`src/inc/wdtrf_pkg.sv`:
```
// Constants for the watchdog timer with reset-cause flags.
// Assumes a 25 MHz system clock and an APB register port.
package wdtrf_pkg;

  // ----------------------------------------------------------
  // Clocking and timing
  // ----------------------------------------------------------
  localparam int CLK_HZ    = 25_000_000;
  localparam int WD_OSC_HZ = 128_000;
  // Nearest whole divide; the tick runs about 0.2 % fast
  localparam int TICK_DIV  = CLK_HZ / WD_OSC_HZ;
  // Timeout of period code zero, in watchdog ticks
  localparam int BASE_TICKS = 2048;
  localparam logic [2:0] UNLOCK_CYCLES = 3'h4;
  localparam logic [3:0] PERIOD_MAX    = 4'h9;

  // ----------------------------------------------------------
  // Register map (index, byte address is four times it)
  // ----------------------------------------------------------
  localparam int ADDR_W = 12;
  localparam logic [7:0] CTRL_INDEX  = 8'h21;
  localparam logic [7:0] CAUSE_INDEX = 8'h22;
  localparam logic [ADDR_W-1:0] CTRL_ADDR  = {2'h0, CTRL_INDEX, 2'h0};
  localparam logic [ADDR_W-1:0] CAUSE_ADDR = {2'h0, CAUSE_INDEX, 2'h0};

  // ----------------------------------------------------------
  // Control register fields
  // ----------------------------------------------------------
  localparam int CTRL_FLAG_BIT   = 7;
  localparam int CTRL_IE_BIT     = 6;
  localparam int CTRL_P3_BIT     = 5;
  localparam int CTRL_UNLOCK_BIT = 4;
  localparam int CTRL_EN_BIT     = 3;
  localparam int CTRL_P0_BIT     = 0;
  localparam logic [7:0] CTRL_RESET = 8'h00;

  // ----------------------------------------------------------
  // Reset-cause register fields
  // ----------------------------------------------------------
  localparam int CAUSE_WD_BIT  = 3;
  localparam int CAUSE_BO_BIT  = 2;
  localparam int CAUSE_PIN_BIT = 1;
  localparam int CAUSE_PO_BIT  = 0;
  localparam logic [7:0] CAUSE_RESET = 8'h01;

endpackage : wdtrf_pkg

```
`src/design/wdtrf_top.sv`:
```
// Watchdog timer with reset-cause flags, APB slave.
// Assumes one 25 MHz clock; reset input acts as power-on reset;
// chip reset events arrive as one-cycle pulses from the core.
//
// Overview of operation
// - Counter ticks at 128 kHz, not system clock
// - Counter restarts on restart, disable, chip reset
// - Ten periods; reset-mode timeout resets the chip
// - Enable and irq-enable pick stop, interrupt, reset
// - Fuse picks safety level one or two
// - Level one: enable write of one always accepted
// - Level one disable: unlock write, then second write
// - Level two: always enabled, enable reads one
// - Level two period change needs unlock sequence
// - Watchdog, brown-out, pin flags set; POR/zero clear
// - Power-on flag sets on POR, clears by zero
// - Reset-cause bits seven to four read zero
// - Control register layout and reset values
// - Timeout flag set; cleared by vector or one
// - Irq request needs global and watchdog enable
// - Timeout with enable and irq enable both set clears irq enable
// - Unlock bit clears four cycles after set
// - Clearing enable or period needs unlock set
// - Level one: reset flag forces enable on
// - Period codes map 2K to 1024K ticks
// - Reset pulse one system clock long
`timescale 1ns/1ps

module wdtrf_top #(
  parameter int TICK_DIV   = wdtrf_pkg::TICK_DIV,
  parameter int BASE_TICKS = wdtrf_pkg::BASE_TICKS
) (
  input  wire logic                         clk,
  input  wire logic                         reset,
  input  wire logic                         psel,
  input  wire logic                         penable,
  input  wire logic                         pwrite,
  input  wire logic [wdtrf_pkg::ADDR_W-1:0] paddr,
  input  wire logic [31:0]                  pwdata,
  output logic      [31:0]                  prdata,
  output logic                              pready,
  output logic                              pslverr,
  input  wire logic                         watchdogSafetyFuse,
  input  wire logic                         restartInstruction,
  input  wire logic                         brownoutReset,
  input  wire logic                         pinReset,
  input  wire logic                         coreIrqEnable,
  input  wire logic                         vectorTaken,
  output logic                              wdIrqRequest,
  output logic                              wdResetPulse
);

  // ----------------------------------------------------------
  // Declarations
  // ----------------------------------------------------------
  logic [7:0]  divCount;
  logic        wdTick;
  logic [23:0] wdCount;
  logic [23:0] wdLimit;
  logic        timeoutHit;
  logic        timeoutReset;
  logic        chipReset;
  logic        levelTwo;
  logic        running;
  logic        enableEff;
  logic        enable;
  logic        irqEnable;
  logic        timeoutFlag;
  logic [3:0]  period;
  logic        unlock;
  logic [2:0]  unlockCount;
  logic        wdCause;
  logic        brownoutCause;
  logic        pinCause;
  logic        poweronCause;
  logic        apbWrite;
  logic        ctrlWrite;
  logic        causeWrite;
  logic [7:0]  wrByte;
  logic [3:0]  newPeriod;
  logic [7:0]  ctrlView;
  logic [7:0]  causeView;
  logic [23:0] next_wdCount;
  logic [31:0] next_prdata;
  logic        next_pslverr;
  logic        wrFlagClear;
  logic        wrIrqEnable;
  logic        wrUnlock;
  logic        wrEnable;
  logic        clearWdCause;
  logic        clearBoCause;
  logic        clearPinCause;
  logic        clearPoCause;

  // ----------------------------------------------------------
  // Safety level and mode decode
  // ----------------------------------------------------------
  // Fuse high means programmed: safety level two
  assign levelTwo = watchdogSafetyFuse;
  // Level two pins enable on; level one lets the reset flag hold it
  assign enableEff = levelTwo | enable | wdCause;
  assign running   = enableEff | irqEnable;

  // ----------------------------------------------------------
  // Watchdog tick divider
  // ----------------------------------------------------------
  // One clock only, so the oscillator is modelled as an enable
  // pulse; no crossing is then needed for tick or restart.
  always_ff @(posedge clk) begin
    if (reset) begin
      divCount <= 8'h00;
      wdTick   <= 1'b0;
    end else if (divCount == 8'(TICK_DIV - 1)) begin
      divCount <= 8'h00;
      wdTick   <= 1'b1;
    end else begin
      divCount <= divCount + 8'h01;
      wdTick   <= 1'b0;
    end
  end

  // ----------------------------------------------------------
  // Timeout counter
  // ----------------------------------------------------------
  assign wdLimit = 24'(BASE_TICKS) << period;

  assign timeoutHit   = running & wdTick
                      & (wdCount == wdLimit - 24'h000001);
  // Interrupt wins when both enable bits are set
  assign timeoutReset = timeoutHit & enableEff & ~irqEnable;
  // Every chip reset clears control and restarts the count
  assign chipReset    = timeoutReset | brownoutReset | pinReset;

  // Restart and timeout both start a fresh period from zero
  always_comb begin
    next_wdCount = wdCount;
    if (chipReset || restartInstruction || !running) begin
      next_wdCount = 24'h000000;
    end else if (timeoutHit) begin
      next_wdCount = 24'h000000;
    end else if (wdTick) begin
      next_wdCount = wdCount + 24'h000001;
    end
  end

  always_ff @(posedge clk) begin
    if (reset) begin
      wdCount <= 24'h000000;
    end else begin
      wdCount <= next_wdCount;
    end
  end

  always_ff @(posedge clk) begin
    if (reset) begin
      wdResetPulse <= 1'b0;
    end else begin
      wdResetPulse <= timeoutReset;
    end
  end

  // ----------------------------------------------------------
  // APB slave
  // ----------------------------------------------------------
  // Ready is raised in the first access cycle: no wait states
  assign apbWrite   = psel & penable & pready & pwrite;
  assign ctrlWrite  = apbWrite & (paddr == wdtrf_pkg::CTRL_ADDR);
  assign causeWrite = apbWrite & (paddr == wdtrf_pkg::CAUSE_ADDR);
  assign wrByte     = pwdata[7:0];
  assign newPeriod  = {wrByte[wdtrf_pkg::CTRL_P3_BIT],
                       wrByte[wdtrf_pkg::CTRL_P0_BIT +: 3]};

  // Field strobes and data bits of a control or cause write
  assign wrFlagClear   = ctrlWrite & wrByte[wdtrf_pkg::CTRL_FLAG_BIT];
  assign wrIrqEnable   = wrByte[wdtrf_pkg::CTRL_IE_BIT];
  assign wrUnlock      = ctrlWrite & wrByte[wdtrf_pkg::CTRL_UNLOCK_BIT];
  assign wrEnable      = wrByte[wdtrf_pkg::CTRL_EN_BIT];
  assign clearWdCause  = causeWrite & ~wrByte[wdtrf_pkg::CAUSE_WD_BIT];
  assign clearBoCause  = causeWrite & ~wrByte[wdtrf_pkg::CAUSE_BO_BIT];
  assign clearPinCause = causeWrite & ~wrByte[wdtrf_pkg::CAUSE_PIN_BIT];
  assign clearPoCause  = causeWrite & ~wrByte[wdtrf_pkg::CAUSE_PO_BIT];

  assign ctrlView = {timeoutFlag, irqEnable, period[3], unlock,
                     enableEff, period[2:0]};
  assign causeView = {4'h0, wdCause, brownoutCause, pinCause,
                      poweronCause};

  // Read data is picked in the setup cycle, held through access
  always_comb begin
    next_prdata  = 32'h00000000;
    next_pslverr = 1'b0;
    if (paddr == wdtrf_pkg::CTRL_ADDR) begin
      next_prdata = {24'h000000, ctrlView};
    end else if (paddr == wdtrf_pkg::CAUSE_ADDR) begin
      next_prdata = {24'h000000, causeView};
    end else begin
      next_pslverr = 1'b1;
    end
  end

  always_ff @(posedge clk) begin
    if (reset) begin
      pready  <= 1'b0;
      pslverr <= 1'b0;
      prdata  <= 32'h00000000;
    end else if (psel && !penable) begin
      pready  <= 1'b1;
      prdata  <= next_prdata;
      pslverr <= next_pslverr;
    end else begin
      pready  <= 1'b0;
      pslverr <= 1'b0;
    end
  end

  // ----------------------------------------------------------
  // Change-unlock window
  // ----------------------------------------------------------
  // Opens only on a write with unlock and enable both at one
  // A repeated unlock write restarts the four-cycle count
  always_ff @(posedge clk) begin
    if (reset || chipReset) begin
      unlock      <= 1'b0;
      unlockCount <= 3'h0;
    end else if (wrUnlock && wrEnable) begin
      unlock      <= 1'b1;
      unlockCount <= wdtrf_pkg::UNLOCK_CYCLES;
    end else if (unlock) begin
      if (unlockCount == 3'h1) begin
        unlock <= 1'b0;
      end
      unlockCount <= unlockCount - 3'h1;
    end
  end

  // ----------------------------------------------------------
  // Enable and period
  // ----------------------------------------------------------
  // Stored enable matters only in level one
  always_ff @(posedge clk) begin
    if (reset || chipReset) begin
      enable <= wdtrf_pkg::CTRL_RESET[wdtrf_pkg::CTRL_EN_BIT];
    end else if (ctrlWrite && !levelTwo) begin
      if (wrEnable) begin
        enable <= 1'b1;
      end else if (unlock) begin
        enable <= 1'b0;
      end
    end
  end

  // Reserved codes are dropped so the period stays legal
  always_ff @(posedge clk) begin
    if (reset || chipReset) begin
      period <= 4'h0;
    end else if (ctrlWrite && unlock
                 && newPeriod <= wdtrf_pkg::PERIOD_MAX) begin
      period <= newPeriod;
    end
  end

  // ----------------------------------------------------------
  // Interrupt enable, flag and request
  // ----------------------------------------------------------
  // A software write outranks the hardware clear
  always_ff @(posedge clk) begin
    if (reset || chipReset) begin
      irqEnable <= 1'b0;
    end else if (ctrlWrite) begin
      irqEnable <= wrIrqEnable;
    end else if (timeoutHit && enableEff && irqEnable) begin
      irqEnable <= 1'b0;
    end
  end

  // Set beats vector or write-one clear in the same cycle
  always_ff @(posedge clk) begin
    if (reset || chipReset) begin
      timeoutFlag <= 1'b0;
    end else if (timeoutHit && irqEnable) begin
      timeoutFlag <= 1'b1;
    end else if (vectorTaken || wrFlagClear) begin
      timeoutFlag <= 1'b0;
    end
  end

  // Registered, so the request lags the flag by one clock
  always_ff @(posedge clk) begin
    if (reset) begin
      wdIrqRequest <= 1'b0;
    end else begin
      wdIrqRequest <= timeoutFlag & irqEnable & coreIrqEnable;
    end
  end

  // ----------------------------------------------------------
  // Reset-cause flags
  // ----------------------------------------------------------
  // The block reset is the power-on reset
  always_ff @(posedge clk) begin
    if (reset) begin
      wdCause <= wdtrf_pkg::CAUSE_RESET[wdtrf_pkg::CAUSE_WD_BIT];
    end else if (timeoutReset) begin
      wdCause <= 1'b1;
    end else if (clearWdCause) begin
      wdCause <= 1'b0;
    end
  end

  always_ff @(posedge clk) begin
    if (reset) begin
      brownoutCause <= wdtrf_pkg::CAUSE_RESET[wdtrf_pkg::CAUSE_BO_BIT];
    end else if (brownoutReset) begin
      brownoutCause <= 1'b1;
    end else if (clearBoCause) begin
      brownoutCause <= 1'b0;
    end
  end

  always_ff @(posedge clk) begin
    if (reset) begin
      pinCause <= wdtrf_pkg::CAUSE_RESET[wdtrf_pkg::CAUSE_PIN_BIT];
    end else if (pinReset) begin
      pinCause <= 1'b1;
    end else if (clearPinCause) begin
      pinCause <= 1'b0;
    end
  end

  // Chip resets leave it alone; only the block reset sets it
  always_ff @(posedge clk) begin
    if (reset) begin
      poweronCause <= wdtrf_pkg::CAUSE_RESET[wdtrf_pkg::CAUSE_PO_BIT];
    end else if (clearPoCause) begin
      poweronCause <= 1'b0;
    end
  end

endmodule : wdtrf_top

```
`config.mk`:
```
export PLATFORM = sky130hd
export DESIGN_NAME = wdtrf_top
export DESIGN_NICKNAME = d
export VERILOG_FILES = /design/src/inc/wdtrf_pkg.sv /design/src/design/wdtrf_top.sv
export SDC_FILE = /design/constraint.sdc
export NUM_CORES = 1
export LEC_CHECK = 0
export ABC_AREA = 1
export BUFFER_PORTS_ARGS = -buffer_cell sky130_fd_sc_hd__clkbuf_2
export CORE_MARGIN = 2
export CORE_UTILIZATION = 48
export DETAILED_ROUTE_END_ITERATION = 8
export PLACE_DENSITY = 0.76
export SLEW_MARGIN = 20
export SYNTH_ARGS = -nofsm -noshare
export SYNTH_HDL_FRONTEND = slang
export SYNTH_SLANG_ARGS = --single-unit
```
`constraint.sdc`:
```
create_clock -name clk -period 2 [get_ports clk]
set_clock_uncertainty 0.15 [all_clocks]
set_input_delay 0.2 -clock clk [delete_from_list [all_inputs] [get_ports clk]]
set_output_delay 0.2 -clock clk [all_outputs]
set_load 0.02 [all_outputs]
```
# Word level (Yosys, flattened, before mapping)
# Index checks and enable logic that the tools add are counted.
# classes
add_sub_neg	4
n_lt_le_gt_ge	1
n_eq_ne	5
shift	1
n_mux	22
bitwise	28
n_reduce_logical	27
# op_table
cell	count
24-bit by 1-bit adder with 24-bit output, second input constant	1
12-bit by 8-bit equality test with 1-bit output, second input constant	2
24-bit equality test	1
12-bit by 4-bit << shifter with 24-bit output, first input constant	1
24-bit by 1-bit subtractor with 24-bit output, second input constant	1
1-bit two-way mux	18
1-bit bitwise AND	17
2-bit nonzero test	7
8-bit by 1-bit adder with 8-bit output, second input constant	1
8-bit equality test, second input constant	1
1-bit logical AND	8
8-bit two-way mux	1
3-bit two-way mux	2
1-bit NOT	6
3-bit OR reduction	2
1-bit bitwise OR	5
4-bit <= comparator, second input constant	1
1-bit logical OR	4
4-bit two-way mux	1
2-bit OR reduction	2
3-bit by 1-bit equality test with 1-bit output, second input constant	1
1-bit zero test	3
3-bit by 1-bit subtractor with 3-bit output, second input constant	1
2-bit AND reduction	1
# totals
regBits	84
in_bits	55
word_cells	107

# Depth between registers and ports, before layout
# logic_depth
word_depth	12
ltp_mapped	17
depth_no_buf	16

# Least setup slack after synthesis
# Ideal clock, no wire load.
# synth_path
path_kind	reg2reg
startpoint	register period[2]
endpoint	register wdCount[18]
setup_time_ns	0.117
arrival_time_ns	1.896
slack_ns	-0.163
stages_incl_launch_ff	17
n_path_buf	2
synth_period_minus_slack_ns	2.163
path_cell_list	dfxtp_1 > buf_6 > nor2_4 > nand3_1 > ha_1 > inv_1 > nand2_1 > nand2_1 > nor2_1 > nand2_1 > nor2_1 > nand3_1 > nor2_2 > nand2_2 > o2111ai_4 > buf_6 > nor2_2
# synth_between
elab_chain_cells	11
# synth_rtl
element	line	text
start, declared	wdtrf_top.sv:69	logic [3:0] period;
start signal, assigned	wdtrf_top.sv:258	period <= newPeriod;
12-bit by 4-bit << shifter with 24-bit output *	wdtrf_top.sv:125	assign wdLimit = 24'(BASE_TICKS) << period;
24-bit by 1-bit subtractor with 24-bit output *	wdtrf_top.sv:128	& (wdCount == wdLimit - 24'h000001);
24-bit equality test *	wdtrf_top.sv:128	
1-bit bitwise AND *	wdtrf_top.sv:128	
1-bit bitwise AND (2 in series)	wdtrf_top.sv:130	assign timeoutReset = timeoutHit & enableEff & ~irqEnable;
1-bit bitwise OR (2 in series)	wdtrf_top.sv:132	assign chipReset = timeoutReset | brownoutReset | pinReset;
1-bit logical OR (2 in series)	wdtrf_top.sv:137	if (chipReset || restartInstruction || !running) begin
3-bit OR reduction (no source line) *	--	
end signal, assigned	wdtrf_top.sv:150	wdCount <= next_wdCount;
end, declared	wdtrf_top.sv:58	logic [23:0] wdCount;
# Mark *: on every way between the ends. The rest lies on a longest branch, timed or not.
# A chain may end at the register's enable or synchronous reset.

# Final worst setup path
# layout_path
startpoint	register period[2]
endpoint	register wdCount[7]
# The elaborated chain is that of the path after synthesis.

==> summary.txt <==
area share of the largest cell type after synthesis: 34.0%
Num CTS Buffers: 9
asr flop ratio synth: 0%
CTS sink cnt: 60
hold path start: pwdata[1]
WS Path Type: register to register
Setup WS post-layout: -294 ps
Comb power frac: 6.6%
register area: 1210 sq um
area of the multi-input gates: 1970 sq um
vias in the first global route: 3157
unrepaired setup endpoints after global routing: yes
Max Cap Viol: 0
Critical Path Start Type: register
pre-CTS WS: -270 ps
hold path cells: 3
Synth area leader: dfxtp_1
Avg Cell Area, Syn: 6.89 sq um
initial antenna violation count: 0
reg-to-reg critical path startpoint: period[2]
P per Cell Area: 624 nW/um^2
num rows: 31
Worst Path Max Fanout: 6
RD Place Congestion: 0.906
area of the die: 8060 sq um
Worst Hold End: pinCause
Lkg Pwr: 1.93 nW
XOR/XNOR Fraction of Synth Area: 6.45%
Starting Density: 49.2%
Synth Area in Adders: 2.13%
final cell count without fillers: 700
Post-synth EDFFs: 0
synthesized area: 3530 sq um
Yosys reg bits: 60
failing checks: setup timing
crit path buf inv count: 2
H-Tree Depth: 3
Detailed Place HPWL: 6210 microns
WHS: 15.2 ps
Fillers: 621
cell total after placement: 669
Required @ worst endpoint: 2090 ps
critical path's top delay family: simple AND/OR/NAND/NOR gates
Iteration-0 DRC Markers: 207
per-cell routed wire length: 12.6 microns
final hold violations: 0
first-pass GRT wire length: 14100 microns
Yosys warnings: 0
clock slew at reported path FFs: 70 ps
clk buf depth: 2
drt drc: 0
top_reg_cell synth: dfxtp_1
Yosys cell types: 38
worst r2r dst: wdCount[7]
crit end category: register
register area share after synthesis: 34.0%
sequential share of power: 44.4%
minimum clock period: 2290 ps
clock power share: 49.0%
Crit-path slowest cell: dfxtp_2
share of cells above drive strength 1: 24.3%
status: finished with violations
Via density: 4.92
multiplexer share of the synthesized area: 0.567%
largest cells by area after synthesis: dfxtp_1 34%, nand2_1 11%, nor2_1 9.1%
IO Port Bufs: 42
DIE HEIGHT: 89.8 microns
Via Count: 3445
wirelength, routed: 8810 microns
Area Growth Syn to Fin: 25.2%
worst skew pair latency: 350 ps
# nets final: 657
HP Class: input pin to register
grt total ovfl: 0
Power, Total: 2.76 mW
GRT Total Usage: 21.3%
largest family of logic cells by synthesized area: simple AND/OR/NAND/NOR gates
Synth Area in Simple Gates: 33.9%
CP max stage delay: 340 ps
peak supply drop: 0.355 mV
CTS root buffer: clkbuf_8
largest net degree at the start of global routing: 25
Cells after Synth: 512
Die Width: 89.8 microns
Power Internal: 2.11 mW
CTS tree: yes
Net Sw Power: 647 uW
worst-path cell chain: nor2_4 -> nand3_2 -> ha_4 -> inv_2 -> nand2_2 -> nand2_2 -> nor2_2 -> nand2_1 -> nor2_1 -> nand3_1 -> nor2_4 -> nand2_2 -> o2111ai_4 -> clkbuf_16 -> nor2_1
compound-cell area share of the yosys netlist: 7.94%
io pins: 91
antenna-violating nets left: 0
drt pass-1 iters: 4
Worst R2R Setup Slack: -290 ps
crit path DAT: 2380 ps
Final Cycle Share: 115%
Reg2Reg Depth: 15
fmax: 0.436 GHz
Final setup viols: 36
antenna diode count: 0
Core ar.: 7180 sq um
Switching Fraction: 23.5%
Max Slew Vio Count: 0
CP most frequent cell: nand2_2
-- cell usage in the layout, fill, tap and decap left out, types with 21 or more instances in the layout --
cell       n
nand3_1   30
dfxtp_1   56
nor2_2    21
nand2_1   98
clkbuf_2  42
conb_1    24
buf_4     29
nor2_1    74
inv_1     62
-- cells by family (layout without fill, tap and decap cells) --
kind of cell | Yosys count | count (layout)
AO/OA/AOI/OAI | 44 | 44
flip-flops | 60 | 60
XOR/XNOR | 26 | 26
multiplexers | 2 | 2
adder cells (fa/ha/maj) | 6 | 6
other | 1 | 24
AND/OR/NAND/NOR | 269 | 270
buffers and inverters | 104 | 169
-- power groups by stage --
stage                     Sequential [mW]  Combinational, mW  Clock (mW)
after CTS                            1.22              0.174        1.38
after global placement               1.25              0.158           0
final                                1.22              0.183        1.35
after global routing                 1.23              0.198        1.42
after detailed placement             1.25              0.161           0
after floorplan                      1.26              0.126           0
-- worst max path at each step --
stage	start	end	slack, ps	cells past startpoint
finish	period[2]	wdCount[7]	-290	15
global placement	period[2]	timeoutFlag	-220	14
detailed placement	period[2]	timeoutFlag	-270	14
CTS	period[3]	irqEnable	-220	14
global route	period[2]	wdCause	-490	14
floorplan	period[2]	wdCount[18]	-160	17
-- per-layer routing --
metal / track usage, % / part of all wire (%) / wire length [microns]
met4: 9.49 / 1.6 / 138
met5: 0 / 0 / 0
met1: 27.8 / 45 / 3970
met3: 4.27 / 5.8 / 508
met2: 34.3 / 48 / 4190
-- worst min-delay path: stages --
cell and delay [ps]:
clkbuf_2 90, o21ai_0 80, a21oi_1 110
-- state kept, by name, indices dropped and copies added (netlist names) --
signal / flops
period: 4
pready: 1
wdCause: 1
pslverr: 1
irqEnable: 1
divCount: 8
wdTick: 1
pinCause: 1
unlockCount: 3
prdata: 8
wdIrqRequest: 1
unlock: 1
enable: 1
timeoutFlag: 1
brownoutCause: 1
wdResetPulse: 1
poweronCause: 1
wdCount: 24
-- repair_timing --
item	CTS	global route
hold buffers	8	0
setup buffers	2	1
hold endpoints to repair	9	0
pin swaps	5	12
endpoints found under the setup margin	37	37
resized for setup	7	24
gates cloned	1	3
-- through the flow --
step                utilization, %  setup TNS (ps)  instance area, sq um
detailed placement            54.5           -7730                  3910
floorplan                        -           -3830                  3620
CTS                           59.7           -7060                  4280
global route                  61.6          -16020                  4420
finish                        61.6           -9010                  4420
global placement              54.5           -6560                  3910
-- area by class of cell --
cell class	count	area share [%]
Clock inverter	7	2.83
Multi-Input combinational cell	372	44.6
Timing Repair Buffer	84	13.7
Clock buffer	9	2.80
Inverter	69	5.95
Sequential cell	60	27.3
Tap cell	99	2.80
-- synthesized netlist by cell type (8+ instances only) --
cell        n
nand3_1    31
nand2_1   101
o211ai_1    8
xnor2_1    10
nor2_2     13
nand4_1     9
xor2_1     16
nor2_1     86
o21ai_0    11
dfxtp_1    60
a21oi_1    17
inv_1      65
nor3_1     13
buf_4      24
(Power assumes the default switching activity.)
